[src/design/autonomous_timing_pkg.sv]
// Constants, register map and timing tables for the autonomous timing and threshold block
// What this block does
// - Four-bit field picks burst/autonomous sample rate, 2 MSPS down to 111 SPS; this block has no burst mode, only the autonomous sequencer uses it.
// - Programmable wait from companion enable assertion to sampling instant, 500 ns to 9 ms.
// - Enable-to-sample wait applies only when companion enable is routed to a pin.
// - Rate and delay register resets to zero: 2 MSPS, 500 ns.
// - Upper limit is 12 bits in [11:0]; bits [15:12] reserved, read-only.
// - Both limits use the same number format as conversion results.
// - Lower limit is 12 bits in [11:0] and is used in autonomous modes.
// - Both limit registers reset to zero; upper limit starts at byte 0x28.
// - Companion enable is active high when polarity is one, active low when zero.
// - Upper alert flag is sticky and clears only by writing one.
package autonomous_timing_pkg;

  // ****************************************************************
  // Register map
  // ****************************************************************
  localparam logic [7:0] ADDR_RATE_DELAY  = 8'h27;
  localparam logic [7:0] ADDR_UPPER_LO    = 8'h28;
  localparam logic [7:0] ADDR_UPPER_HI    = 8'h29;
  localparam logic [7:0] ADDR_LOWER_LO    = 8'h2A;
  localparam logic [7:0] ADDR_LOWER_HI    = 8'h2B;
  localparam logic [7:0] ADDR_UPPER_HYST  = 8'h2C;

  localparam logic [7:0]  RATE_DELAY_RST  = 8'h00;
  localparam logic [11:0] LIMIT_RST       = 12'h000;
  localparam logic [6:0]  HYST_RST        = 7'h00;
  localparam logic [7:0]  UNMAPPED_READ   = 8'h00;

  localparam int RATE_SEL_MSB   = 7;
  localparam int RATE_SEL_LSB   = 4;
  localparam int DELAY_SEL_MSB  = 3;
  localparam int DELAY_SEL_LSB  = 0;
  localparam int LIMIT_W        = 12;
  localparam int LIMIT_HI_W     = 4;
  localparam int HYST_W         = 7;
  localparam int RESULT_W       = 16;

  localparam logic [2:0] PIN_MODE_COMPANION = 3'h3;

  // ****************************************************************
  // Timing
  // ****************************************************************
  localparam int unsigned CLK_HZ  = 100_000_000;
  localparam int unsigned NS_PER_S_DIV_HZ_SCALE = 1000;
  localparam int CNT_W = 24;

  // Sample rates in tenths of a sample per second, so 33.3 kSPS stays exact
  localparam int unsigned RATE_X10 [16] = '{
    20000000, 10000000, 3000000, 1000000, 333000, 100000, 30000, 10000,
    5000, 3330, 2500, 2000, 1660, 1400, 1250, 1110};

  // Enable-to-sample delays in ns
  localparam int unsigned DELAY_NS [16] = '{
    500, 1000, 3300, 10000, 30000, 100000, 330000, 1000000,
    2000000, 3000000, 4000000, 5000000, 6000000, 7000000, 8000000, 9000000};

  function automatic int unsigned period_cyc(input int idx);
    return (CLK_HZ * 10) / RATE_X10[idx];
  endfunction : period_cyc

  // Least time: round up to whole cycles
  function automatic int unsigned delay_cyc(input int idx);
    return (DELAY_NS[idx] * (CLK_HZ / 1000000) + NS_PER_S_DIV_HZ_SCALE - 1) / NS_PER_S_DIV_HZ_SCALE;
  endfunction : delay_cyc

  localparam int unsigned PERIOD_CYC_DEF [16] = '{
    period_cyc(0), period_cyc(1), period_cyc(2), period_cyc(3),
    period_cyc(4), period_cyc(5), period_cyc(6), period_cyc(7),
    period_cyc(8), period_cyc(9), period_cyc(10), period_cyc(11),
    period_cyc(12), period_cyc(13), period_cyc(14), period_cyc(15)};

  localparam int unsigned DELAY_CYC_DEF [16] = '{
    delay_cyc(0), delay_cyc(1), delay_cyc(2), delay_cyc(3),
    delay_cyc(4), delay_cyc(5), delay_cyc(6), delay_cyc(7),
    delay_cyc(8), delay_cyc(9), delay_cyc(10), delay_cyc(11),
    delay_cyc(12), delay_cyc(13), delay_cyc(14), delay_cyc(15)};

  typedef enum logic [1:0] {
    SEQ_IDLE,
    SEQ_POWER_ON,
    SEQ_CONVERT
  } seq_state_t;

endpackage : autonomous_timing_pkg

[src/design/autonomous_timing_threshold_regs.sv]
// Rate, power-on delay and threshold registers with the autonomous sample sequencer
`timescale 1ns/1ps
module autonomous_timing_threshold_regs #(
  parameter int unsigned PERIOD_CYC [16] = autonomous_timing_pkg::PERIOD_CYC_DEF,
  parameter int unsigned DELAY_CYC  [16] = autonomous_timing_pkg::DELAY_CYC_DEF
) (
  input  wire logic                                       core_clk,
  input  wire logic                                       reset,
  input  wire logic [7:0]                                 reg_addr,
  input  wire logic [7:0]                                 reg_wdata,
  input  wire logic                                       reg_wr,
  input  wire logic                                       reg_rd,
  output logic [7:0]                                      reg_rdata,
  input  wire logic                                       auto_en,
  input  wire logic                                       data_twos_comp,
  input  wire logic                                       companion_enable_polarity,
  input  wire logic [2:0]                                 general_pin_zero_mode,
  input  wire logic [2:0]                                 general_pin_one_mode,
  input  wire logic [autonomous_timing_pkg::RESULT_W-1:0] result_data,
  input  wire logic                                       result_valid,
  input  wire logic                                       upper_alert_clr,
  input  wire logic                                       lower_alert_clr,
  output logic                                            sample_req,
  output logic                                            companion_enable_out,
  output logic                                            upper_threshold_irq,
  output logic                                            lower_threshold_irq,
  output logic                                            upper_alert_flag,
  output logic                                            lower_alert_flag
);
  import autonomous_timing_pkg::*;

  // ****************************************************************
  // Register file
  // ****************************************************************
  logic [7:0]         rate_delay_r;
  logic [7:0]         rate_delay_nxt;
  logic [LIMIT_W-1:0] upper_limit_r;
  logic [LIMIT_W-1:0] upper_limit_nxt;
  logic [LIMIT_W-1:0] lower_limit_r;
  logic [LIMIT_W-1:0] lower_limit_nxt;
  logic [HYST_W-1:0]  upper_hyst_r;
  logic [HYST_W-1:0]  upper_hyst_nxt;
  logic [7:0]         rdata_r;
  logic [7:0]         rdata_nxt;
  logic [3:0]         rate_sel;
  logic [3:0]         delay_sel;

  assign rate_sel  = rate_delay_r[RATE_SEL_MSB:RATE_SEL_LSB];
  assign delay_sel = rate_delay_r[DELAY_SEL_MSB:DELAY_SEL_LSB];

  always_comb begin
    rate_delay_nxt  = rate_delay_r;
    upper_limit_nxt = upper_limit_r;
    lower_limit_nxt = lower_limit_r;
    upper_hyst_nxt  = upper_hyst_r;
    if (reg_wr) begin
      unique case (reg_addr)
        ADDR_RATE_DELAY: rate_delay_nxt = reg_wdata;
        ADDR_UPPER_LO:   upper_limit_nxt[7:0] = reg_wdata;
        // Reserved top nibble is dropped on write
        ADDR_UPPER_HI:   upper_limit_nxt[LIMIT_W-1:8] = reg_wdata[LIMIT_HI_W-1:0];
        ADDR_LOWER_LO:   lower_limit_nxt[7:0] = reg_wdata;
        ADDR_LOWER_HI:   lower_limit_nxt[LIMIT_W-1:8] = reg_wdata[LIMIT_HI_W-1:0];
        ADDR_UPPER_HYST: upper_hyst_nxt = reg_wdata[HYST_W-1:0];
        default: begin
        end
      endcase
    end
  end

  always_comb begin
    rdata_nxt = rdata_r;
    if (reg_rd) begin
      unique case (reg_addr)
        ADDR_RATE_DELAY: rdata_nxt = rate_delay_r;
        ADDR_UPPER_LO:   rdata_nxt = upper_limit_r[7:0];
        ADDR_UPPER_HI:   rdata_nxt = {4'h0, upper_limit_r[LIMIT_W-1:8]};
        ADDR_LOWER_LO:   rdata_nxt = lower_limit_r[7:0];
        ADDR_LOWER_HI:   rdata_nxt = {4'h0, lower_limit_r[LIMIT_W-1:8]};
        ADDR_UPPER_HYST: rdata_nxt = {1'b0, upper_hyst_r};
        default:         rdata_nxt = UNMAPPED_READ;
      endcase
    end
  end

  always_ff @(posedge core_clk) begin
    if (reset) begin
      rate_delay_r  <= RATE_DELAY_RST;
      upper_limit_r <= LIMIT_RST;
      lower_limit_r <= LIMIT_RST;
      upper_hyst_r  <= HYST_RST;
      rdata_r       <= UNMAPPED_READ;
    end else begin
      rate_delay_r  <= rate_delay_nxt;
      upper_limit_r <= upper_limit_nxt;
      lower_limit_r <= lower_limit_nxt;
      upper_hyst_r  <= upper_hyst_nxt;
      rdata_r       <= rdata_nxt;
    end
  end

  assign reg_rdata = rdata_r;

  // ****************************************************************
  // Sample sequencer
  // ****************************************************************
  seq_state_t       state_r;
  seq_state_t       state_nxt;
  logic [CNT_W-1:0] period_cnt_r;
  logic [CNT_W-1:0] period_cnt_nxt;
  logic [CNT_W-1:0] delay_cnt_r;
  logic [CNT_W-1:0] delay_cnt_nxt;
  logic             enable_active_r;
  logic             enable_active_nxt;
  logic             pin_out_r;
  logic             pin_out_nxt;
  logic             sample_req_r;
  logic             sample_req_nxt;
  logic             routed;
  logic             tick;

  assign routed = (general_pin_zero_mode == PIN_MODE_COMPANION) ||
                  (general_pin_one_mode == PIN_MODE_COMPANION);
  assign tick   = auto_en && (period_cnt_r == '0);

  // Period counter runs regardless of the sequencer; a tick that lands while a
  // sample is still in progress is skipped so the rate never overlaps a conversion.
  always_comb begin
    period_cnt_nxt = period_cnt_r;
    if (!auto_en || period_cnt_r == '0) begin
      period_cnt_nxt = CNT_W'(PERIOD_CYC[rate_sel] - 1);
    end else begin
      period_cnt_nxt = period_cnt_r - 1'b1;
    end
  end

  always_comb begin
    state_nxt         = state_r;
    delay_cnt_nxt     = delay_cnt_r;
    enable_active_nxt = enable_active_r;
    sample_req_nxt    = 1'b0;
    unique case (state_r)
      SEQ_IDLE: begin
        if (tick) begin
          if (routed) begin
            state_nxt         = SEQ_POWER_ON;
            enable_active_nxt = 1'b1;
            delay_cnt_nxt     = CNT_W'(DELAY_CYC[delay_sel] - 1);
          end else begin
            state_nxt      = SEQ_CONVERT;
            sample_req_nxt = 1'b1;
          end
        end
      end
      SEQ_POWER_ON: begin
        if (delay_cnt_r == '0) begin
          state_nxt      = SEQ_CONVERT;
          sample_req_nxt = 1'b1;
        end else begin
          delay_cnt_nxt = delay_cnt_r - 1'b1;
        end
      end
      SEQ_CONVERT: begin
        // Amplifier stays powered until the result is in
        if (result_valid) begin
          state_nxt         = SEQ_IDLE;
          enable_active_nxt = 1'b0;
        end
      end
    endcase
    if (!auto_en) begin
      state_nxt         = SEQ_IDLE;
      enable_active_nxt = 1'b0;
      sample_req_nxt    = 1'b0;
    end
    pin_out_nxt = companion_enable_polarity ? enable_active_nxt : !enable_active_nxt;
  end

  always_ff @(posedge core_clk) begin
    if (reset) begin
      state_r         <= SEQ_IDLE;
      period_cnt_r    <= '0;
      delay_cnt_r     <= '0;
      enable_active_r <= 1'b0;
      pin_out_r       <= 1'b0;
      sample_req_r    <= 1'b0;
    end else begin
      state_r         <= state_nxt;
      period_cnt_r    <= period_cnt_nxt;
      delay_cnt_r     <= delay_cnt_nxt;
      enable_active_r <= enable_active_nxt;
      pin_out_r       <= pin_out_nxt;
      sample_req_r    <= sample_req_nxt;
    end
  end

  assign sample_req           = sample_req_r;
  assign companion_enable_out = pin_out_r;

  // ****************************************************************
  // Threshold detection
  // ****************************************************************
  logic above;
  logic below;
  logic upper_irq_r;
  logic upper_irq_nxt;
  logic lower_irq_r;
  logic lower_irq_nxt;
  logic upper_flag_r;
  logic upper_flag_nxt;
  logic lower_flag_r;
  logic lower_flag_nxt;
  logic judge;

  threshold_compare u_compare (
    .result      (result_data),
    .upper_limit (upper_limit_r),
    .lower_limit (lower_limit_r),
    .twos_comp   (data_twos_comp),
    .above       (above),
    .below       (below)
  );

  assign judge = result_valid && auto_en;

  always_comb begin
    upper_irq_nxt  = upper_irq_r;
    lower_irq_nxt  = lower_irq_r;
    if (judge) begin
      upper_irq_nxt = above;
      lower_irq_nxt = below;
    end
    // Set beats a clear arriving in the same cycle, so no event is lost
    upper_flag_nxt = (upper_flag_r && !upper_alert_clr) || (judge && above);
    lower_flag_nxt = (lower_flag_r && !lower_alert_clr) || (judge && below);
  end

  always_ff @(posedge core_clk) begin
    if (reset) begin
      upper_irq_r  <= 1'b0;
      lower_irq_r  <= 1'b0;
      upper_flag_r <= 1'b0;
      lower_flag_r <= 1'b0;
    end else begin
      upper_irq_r  <= upper_irq_nxt;
      lower_irq_r  <= lower_irq_nxt;
      upper_flag_r <= upper_flag_nxt;
      lower_flag_r <= lower_flag_nxt;
    end
  end

  assign upper_threshold_irq = upper_irq_r;
  assign lower_threshold_irq = lower_irq_r;
  assign upper_alert_flag    = upper_flag_r;
  assign lower_alert_flag    = lower_flag_r;

endmodule : autonomous_timing_threshold_regs

[src/design/threshold_compare.sv]
// Window comparison of one conversion result against the two limits
`timescale 1ns/1ps
module threshold_compare (
  input  wire logic [autonomous_timing_pkg::RESULT_W-1:0] result,
  input  wire logic [autonomous_timing_pkg::LIMIT_W-1:0]  upper_limit,
  input  wire logic [autonomous_timing_pkg::LIMIT_W-1:0]  lower_limit,
  input  wire logic                                       twos_comp,
  output logic                                            above,
  output logic                                            below
);
  import autonomous_timing_pkg::*;

  // Flipping the sign bit maps two's complement onto an unsigned order
  function automatic logic [LIMIT_W-1:0] to_order(input logic [LIMIT_W-1:0] v, input logic tc);
    return {v[LIMIT_W-1] ^ tc, v[LIMIT_W-2:0]};
  endfunction : to_order

  logic [LIMIT_W-1:0] res_top;

  // Limits have 12 bits, so only the top 12 bits of the result take part
  assign res_top = result[RESULT_W-1:RESULT_W-LIMIT_W];

  always_comb begin
    above = to_order(res_top, twos_comp) > to_order(upper_limit, twos_comp);
    below = to_order(res_top, twos_comp) < to_order(lower_limit, twos_comp);
  end

endmodule : threshold_compare

[config.mk]
export PLATFORM = sky130hd
export DESIGN_NAME = autonomous_timing_threshold_regs
export DESIGN_NICKNAME = d
export VERILOG_FILES = /design/src/design/autonomous_timing_pkg.sv /design/src/design/autonomous_timing_threshold_regs.sv /design/src/design/threshold_compare.sv
export SDC_FILE = /design/constraint.sdc
export NUM_CORES = 1
export LEC_CHECK = 0
export BUFFER_PORTS_ARGS = -buffer_cell sky130_fd_sc_hd__buf_2
export CAP_MARGIN = 20
export CORE_MARGIN = 1.5
export CORE_UTILIZATION = 61
export CTS_BUF_LIST = sky130_fd_sc_hd__clkbuf_16
export CTS_CLUSTER_DIAMETER = 30
export DETAILED_ROUTE_END_ITERATION = 8
export GPL_TIMING_DRIVEN = 0
export HOLD_SLACK_MARGIN = 0.12
export PLACE_DENSITY_LB_ADDON = 0.3
export RECOVER_POWER = 50
export REMOVE_ABC_BUFFERS = 1
export SYNTH_ARGS = -nofsm -noshare
export SYNTH_HDL_FRONTEND = slang
export SYNTH_HIERARCHICAL = 1
export SYNTH_SLANG_ARGS = --single-unit
[constraint.sdc]
create_clock -name core_clk -period 4.3 [get_ports core_clk]
set_clock_uncertainty 0.15 [all_clocks]
set_input_delay 1.29 -clock core_clk [delete_from_list [all_inputs] [get_ports core_clk]]
set_output_delay 1.29 -clock core_clk [all_outputs]
set_load 0.005 [all_outputs]
==> impl_results.md, run 1 <==
* Sequential cell fraction of total power at between 40% and 50%
* Critical-path cell list: buf_2 > o21a_2 > buf_16 > nor2_1 > a21oi_1 > ha_1 > nand3_1 > o41ai_4 > nand2_2 > o2111ai_1 > o31ai_1
* Number of antenna violations at the first check in global routing at 0
* Stages on the worst setup path at 11
* Buffers added on ports at 57
* Power after layout at 0.00229 W
* Layout cell share with drive strength beyond 1 at under 10%
* Clock period minus final worst setup slack at 3990 ps
* Avg Cell Area, Syn at ~7.6 sq um
* Switching fraction of total power at 27.9%
* Clock-pin slew of the registers on the worst-case setup and hold paths at 70 ps
* Standard-cell rows at 39
* Power Internal at roughly 0.0017 W
* Number of unique standard cell types used by synthesis at slightly below 80
* Reg2Reg Depth at 9
* Share of synthesized flip-flops with an asynchronous set or reset at 0%
* Area of all placed cells without fillers at around 8000 sq um
* Last weighted congestion value of the routability-driven placer at around 0.87
* Power spent charging and discharging nets at 0.000641 W
* Post-synth top area share at 28.2%
* Final setup vio count at 0
* Total Die Area at approximately 13000 sq um
* Placeable core region at 11600 sq um
* Worst-skew pair later-pin latency at 360 ps
* Number of buffers and inverters on the critical path at 2
* Portion of the post-synthesis area used by sequential elements at ~28%
* Crit path capture: period_cnt_r[20]$_SDFF_PP0_
* CP max-delay cell: o21a_2
* Post-synth EDFFs at 0
* Setup Crit Path Kind: in -> reg
* Die extent in x at between 100 and 150 um
* Commonest cells in the netlist: dfxtp_1 (104), nor2_1 (96), nand2_1 (94)
* Routed Wire Length at ~18000 um
* Final Hold Viols at 0
* Number of clock buffers inserted by TritonCTS at 9
* Detailed-router iteration count before antenna repair at 6
* Avg WL per Cell at 16.3 um
* Leading cell types by total area after synthesis: dfxtp_1 (28%), ha_1 (8.0%), a21oi_1 (6.0%)
* Status: complete, no violations
* Die span in y at about 110 um
* Worst Path Max Fanout at 22
* Maximum number of pins on one net before global-route repair at 76
* Combined flip-flop and latch cell area at ~2100 sq um
* Leakage Power at 2.98 nW
* Post-CTS Hold Buffers at 0
* Total I/O pin count at between 60 and 70
* Via/cell ratio at 6.24
* Max IR drop VDD at ~0.27 mV
* Routed vias at around 7000
* Pin slew with the least headroom to its limit at 1160 ps
* Effective utilization at floorplan at a little under two thirds
* Largest area contributor in the netlist: dfxtp_1
* Total overflow reported by the global router at 0
* R2r startpoint: rate_delay_r[0]$_SDFFE_PP0P_
* Number of synthesis warnings at 6
* Register-to-Register Setup Slack at between 500 and 600 ps
* Critical path's top delay family: compound AO/OA/AOI/OAI gates
* Min-delay src: upper_hyst_r[5]$_SDFFE_PP0P_
* Number of nets in the layout at around 1100
* Total standard cell area after synthesis at between 7000 and 8000 sq um
* Share of the cycle needed by the critical path after routing at slightly above 90%
* First-pass GRT wire length at 30200 um
* Highest achievable clock rate at roughly 0.25 GHz
* Hold WC Path Type: reg -> reg
* Remaining routing DRC violations at 0
* Gate count after technology mapping at 966
* Relative contribution of combinational cells to total power at 17.2%
* CTS tree: yes
* Fill cell total of the finished layout at between 1000 and 1500
* Clock tree buffer depth at 2
* Number of diodes at 0
* Layout area overhead at 8.01%
* Arrival time worst endpoint at around 4100 ps
* Number of DRC violations after detailed-routing iteration 0 at between 600 and 700
* Count of H-tree levels built during CTS at 3
* Most common flop cell mapped by yosys: dfxtp_1
* Power Density at roughly 290 nW/um^2
* Worst setup path startpoint: auto_en
* Clock power share at 38.1%
* Total of max-cap violations at 0
* Tightest slew margin relative to the limit at 21.5%
* Sort of element at the start of the critical path: input pin
* Final antenna-violating net count at 0
* Overall track demand over capacity in global routing at between 20% and 30%
* Endpoint class of the critical path: register
* Clk root buf: clkbuf_16
* Endpoint of the lowest-slack register-to-register path: delay_cnt_r[23]$_SDFFE_PP0P_
* Most frequently used cell type in the post-synthesis netlist: dfxtp_1
* Number of global-route vias before repair at ~6400
* Setup repair after global routing missed its margin: false
* Clock sink count at 104
* Flop and latch count out of synthesis at ~100
* Placement Cell Area at 7680 sq um
* Required time of the worst setup path at approximately 4400 ps
* Longest individual stage delay on the worst path at between 400 and 500 ps
* HPWL reported at the end of detailed placement at between 10000 and 15000 um
* Multi-input gate area at approximately 4800 sq um
* Number of pins exceeding their max-slew limit in the final report at 0
-- repair_timing --
action                                  CTS  global route
resized for setup                         0             1
endpoints found under the setup margin    0             2
buffers inserted                          0             0
endpoints found under the hold margin     0             0
-- registers in the layout (all words and copies together), names as in the netlist, 2 cells and up --
| signal | cells |
|---|---|
| upper_limit_r | 12 |
| delay_cnt_r | 24 |
| state_r | 2 |
| period_cnt_r | 24 |
| lower_limit_r | 12 |
| reg_rdata | 8 |
| rate_delay_r | 8 |
| upper_hyst_r | 7 |
-- area by class of cell --
type                    instances  area share (%)
clock buffers                   9            2.83
clock inverters                 7            1.08
inverters                      45            2.12
multi-input cells             755            60.7
flip-flops and latches        104            26.1
well taps                     143            2.25
repair buffers                 64            4.93
-- power by group through the flow --
| stage | Combinational [W] | Clock, W | Sequential (W) |
|---|---|---|---|
| 6_report | 0.000394 | 0.000875 | 0.00102 |
| 5_1_grt | 0.000435 | 0.000923 | 0.00103 |
| 4_1_cts | 0.000393 | 0.000886 | 0.00102 |
| 3_5_place_dp | 0.000389 | 0 | 0.00105 |
| 3_3_place_gp | 0.000366 | 0 | 0.00105 |
| 2_1_floorplan | 0.000254 | 0 | 0.00104 |
-- worst min-delay path by stage --
stage,cells past startpoint,slack [ps],to
detailed placement,2,300,upper_hyst_r[5]$_SDFFE_PP0P_
global placement,2,290,upper_hyst_r[5]$_SDFFE_PP0P_
finish,2,310,upper_hyst_r[5]$_SDFFE_PP0P_
global route,2,330,upper_hyst_r[0]$_SDFFE_PP0P_
CTS,2,310,upper_hyst_r[5]$_SDFFE_PP0P_
floorplan,2,280,upper_hyst_r[0]$_SDFFE_PP0P_
-- worst min-delay path, stage by stage (launching register included) --
cell	delay [ps]
dfxtp_1	310
nand2_1	50
a21oi_1	50
-- logic make-up (layout without fill, tap and decap cells) --
| family | count (synthesis) | count (layout) | share of synthesized area, % |
|---|---|---|---|
| xor gates and xnor gates | 29 | 29 | 3.44 |
| muxes | 44 | 44 | 6.16 |
| AOI/OAI and AO/OA | 251 | 251 | 21.6 |
| DFF | 104 | 104 | 28.2 |
| adders and majority gates | 47 | 47 | 7.97 |
| and+or+nand+nor | 384 | 384 | 26.7 |
| buffers and inverters | 107 | 125 | 5.90 |
-- per-stage QoR --
stage	hold slack (ps)	cells	TNS, ps	util (%)	setup WS (ps)
floorplan	280	904	0	-	578
global placement	291	1104	-8380	65.2	-595
detailed placement	296	1110	-798	66.1	-201
CTS	306	1126	0	68.8	138
global route	328	1127	0	68.6	167
finish	307	1127	0	68.6	314
-- layout by cell type, fill, tap and decap left out, types with 11 or more instances in the layout --
cell type  netlist  routed
buf_2            9      46
inv_1           45      45
a21oi_1         88      88
nand3_1         52      52
xnor2_1         23      23
mux2i_1         33      33
o21ai_0         45      45
clkbuf_1        46      11
ha_1            47      47
nor2b_1         13      13
nor3_1          31      31
and3_1          13      13
dfxtp_1        104     104
a31oi_1         14      14
nand2b_1        15      15
nand2_1         94      94
o21ai_1         12      11
nor2_1          96      96
nand4_1         10      11
-- metal layers --
layer | vias up | track usage, % | wire length (um)
met5 | - | 0 | 0
met4 | 0 | 8.42 | 325
met3 | 33 | 6.00 | 987
met2 | 213 | 48.8 | 8650
met1 | 3280 | 37.9 | 8370
li1 | 3504 | - | -
Note: power is estimated with default switching activity, not from simulation.
==> inputs of run 2 (changes only) <==
ABC_AREA = 1   (was unset)
==> run 2 against run 1 <==
Compared with the run above:
- the flow now finishes with violations (capacitance limit, slew limit)
- synthesized area is 3.3% higher
- synthesized cell count rose by 27%
- sequential power is essentially flat
- hold slack hardly changed
- largest power group unchanged
==> impl_results.md, run 2 <==
* Status: complete, but fails checks
* Failing checks: capacitance limit, slew limit
* Number of synthesis warnings at 6
* Cell count of the worst hold path at 2
* Clock sink count at about 100
* Endpoint of the lowest-slack register-to-register path: delay_cnt_r[8]$_SDFFE_PP0P_
* Sort of element at the start of the critical path: input pin
* Setup repair after global routing missed its margin: false
* Hold WC Path Type: reg -> reg
* Commonest non-fill, non-tap cells in the layout: nand2_1 (271), inv_1 (173), nor2_1 (164)
* Post-synthesis compound-gate area fraction at 19.1%
* Die span in y at 115 um
* Total I/O pin count at 62
* Endpoint class of the critical path: register
* Effective utilization at floorplan at approximately 63%
* Number of diodes at 0
* Most frequently used cell type in the post-synthesis netlist: nand2_1
* R2r startpoint: state_r[1]$_SDFFE_PP0P_
* Fraction of the mapped netlist area in simple logic gates at 32.8%
* Count of H-tree levels built during CTS at 3
* Gate count after technology mapping at about 1200
* Worst-skew pair later-pin latency at roughly 360 ps
* Placeable core region at 12100 sq um
* Overall track demand over capacity in global routing at between 20 and 30%
* Post-synth top area share at 27.3%
* Combinational family with the most area after synthesis: simple AND/OR/NAND/NOR gates
* Required time of the worst setup path at around 4400 ps
* Avg WL per Cell at between 10 and 15 um
* Number of clock buffers inserted by TritonCTS at 9
* Detailed-router iteration count before antenna repair at 5
* Commonest cells in the netlist: nand2_1 (271), inv_1 (171), nor2_1 (156)
* Total standard cell area after synthesis at 7620 sq um
* Maximum number of pins on one net before global-route repair at 73
* Worst Path Max Fanout at 72
* Die extent in x at 115 um
* Number of antenna violations at the first check in global routing at 0
* Reg2Reg Depth at 9
* Setup Crit Path Kind: in -> reg
* Avg Cell Area, Syn at 6.20 sq um
* Last weighted congestion value of the routability-driven placer at approximately 0.93
* Register-to-Register Setup Slack at approximately 730 ps
* Final setup vio count at 0
* Share of the cycle needed by the critical path after routing at approximately 90%
* Worst Setup Slack post-DPL at about 160 ps
* Via/cell ratio at ~5.5
* Tightest slew margin relative to the limit at -30.1%
* Max IR drop VDD at between 0.2 and 0.25 mV
* Total Die Area at 13200 sq um
* Number of pins exceeding their max-slew limit in the final report at 73
* Highest achievable clock rate at between 0.2 and 0.3 GHz
* Top flop regs: delay_cnt_r x24, period_cnt_r x24
* End of the worst hold path: upper_hyst_r[4]$_SDFFE_PP0P_
* Min-delay src: upper_hyst_r[4]$_SDFFE_PP0P_
* Layout cell share with drive strength beyond 1 at roughly 8%
* Number of DRC violations after detailed-routing iteration 0 at 557
* # Post-CTS Setup Buffers at 0
* Clk root buf: clkbuf_16
* Clock-pin slew of the registers on the worst-case setup and hold paths at around 80 ps
* Number of gates given a new drive strength after cts at 0
* Fill cell total of the finished layout at 1188
* Leading cell types by total area after synthesis: dfxtp_1 (27%), nand2_1 (13%), inv_1 (8.4%)
* Power Density at 321 nW/um^2
* Most common flop cell mapped by yosys: dfxtp_1
* Total of max-cap violations at 1
* Post-synth EDFFs at 0
* Layout area overhead at 6.68%
* Post-layout worst setup margin at between 400 and 500 ps
* Remaining routing DRC violations at 0
* CTS tree: yes
* Clock tree buffer depth at 2
* Routed Wire Length at around 19000 um
* Number of nets in the layout at between 1000 and 1500
* Worst setup path startpoint: reset
* Number of unique standard cell types used by synthesis at 46
* Largest area contributor in the netlist: dfxtp_1
* Post-synthesis share of cell area spent on full adders, half adders and majority gates at roughly 7.7%
* Clock period minus final worst setup slack at 3860 ps
* Post-route setup TNS at 0 ps
* Combined flip-flop and latch cell area at 2080 sq um
* Mux share of post-synthesis cell area at 0%
* Share of synthesized flip-flops with an asynchronous set or reset at 0%
* Final antenna-violating net count at 0
* Fraction of synthesized cell area in xor and xnor cells at approximately 1.5%
* Portion of the post-synthesis area used by sequential elements at between 20% and 30%
* Leakage Power at 3.82 nW
* Flop and latch count out of synthesis at approximately 100
* Buffers added on ports at 57
* Multi-input gate area at approximately 4600 sq um
* Total overflow reported by the global router at 0
* First-pass GRT wire length at between 30000 and 40000 um
* Final core area utilization at about two thirds
* Routed vias at ~7800
* Pin slew with the least headroom to its limit at 1950 ps
* Number of global-route vias before repair at roughly 6800
* Standard-cell rows at 40
* Post-CTS Hold Buffers at 0
* Arrival time worst endpoint at between 3000 and 4000 ps
* Tightest hold margin at roughly 310 ps
* Final Hold Viols at 0
* HPWL reported at the end of detailed placement at between 10000 and 15000 um
* Most frequent standard cell in the layout excluding fill and tap cells: nand2_1
-- run 2: final cells by class --
class,count,area share [%]
clock inverter,6,0.616
sequential,104,25.6
inverter,182,8.41
tap,168,2.59
timing repair buffer,57,3.39
clock buffer,9,2.77
multi-input combinational,903,56.6
-- run 2: cells by family after synthesis --
group,count (synthesis)
and+or+nand+nor,576
AOI/OAI and AO/OA,267
buffers and inverters,221
DFF,104
adders and majority gates,47
xor gates and xnor gates,13
-- run 2: metal layers --
metal	track usage, %	wire length [um]	up-vias
met5	0	0	-
met4	8.31	267	0
met2	48.7	8460	290
met3	4.90	1310	21
li1	-	-	4035
met1	40.6	8920	3500
-- run 2: worst max-delay path, stage by stage --
cell	delay, ps
clkbuf_2	460
inv_1	1580
nand2_1	300
a211oi_1	320
-- run 2: power breakdown --
group	switching [W]	internal, W	leakage, nW
logic	0.000514	0.000263	2.85
registers	0.0000331	0.00101	0.842
clock network	0.000393	0.000399	0.135
-- run 2: per-stage QoR --
stage	total power [W]	instance area, sq um	cells
2_1_floorplan	0.00164	7420	1189
3_3_place_gp	0.00181	7920	1414
3_5_place_dp	0.00183	7920	1414
4_1_cts	0.00261	8190	1429
5_1_grt	0.00276	8130	1429
6_report	0.00261	8130	1429
-- run 2: worst max-delay path by stage --
stage / slack (ps) / to
finish: 440 / state_r[0]$_SDFFE_PP0P_
global placement: -320 / sample_req$_SDFF_PP0_
CTS: 530 / delay_cnt_r[8]$_SDFFE_PP0P_
detailed placement: 160 / delay_cnt_r[8]$_SDFFE_PP0P_
global route: 140 / delay_cnt_r[8]$_SDFFE_PP0P_
floorplan: 1260 / delay_cnt_r[8]$_SDFFE_PP0P_
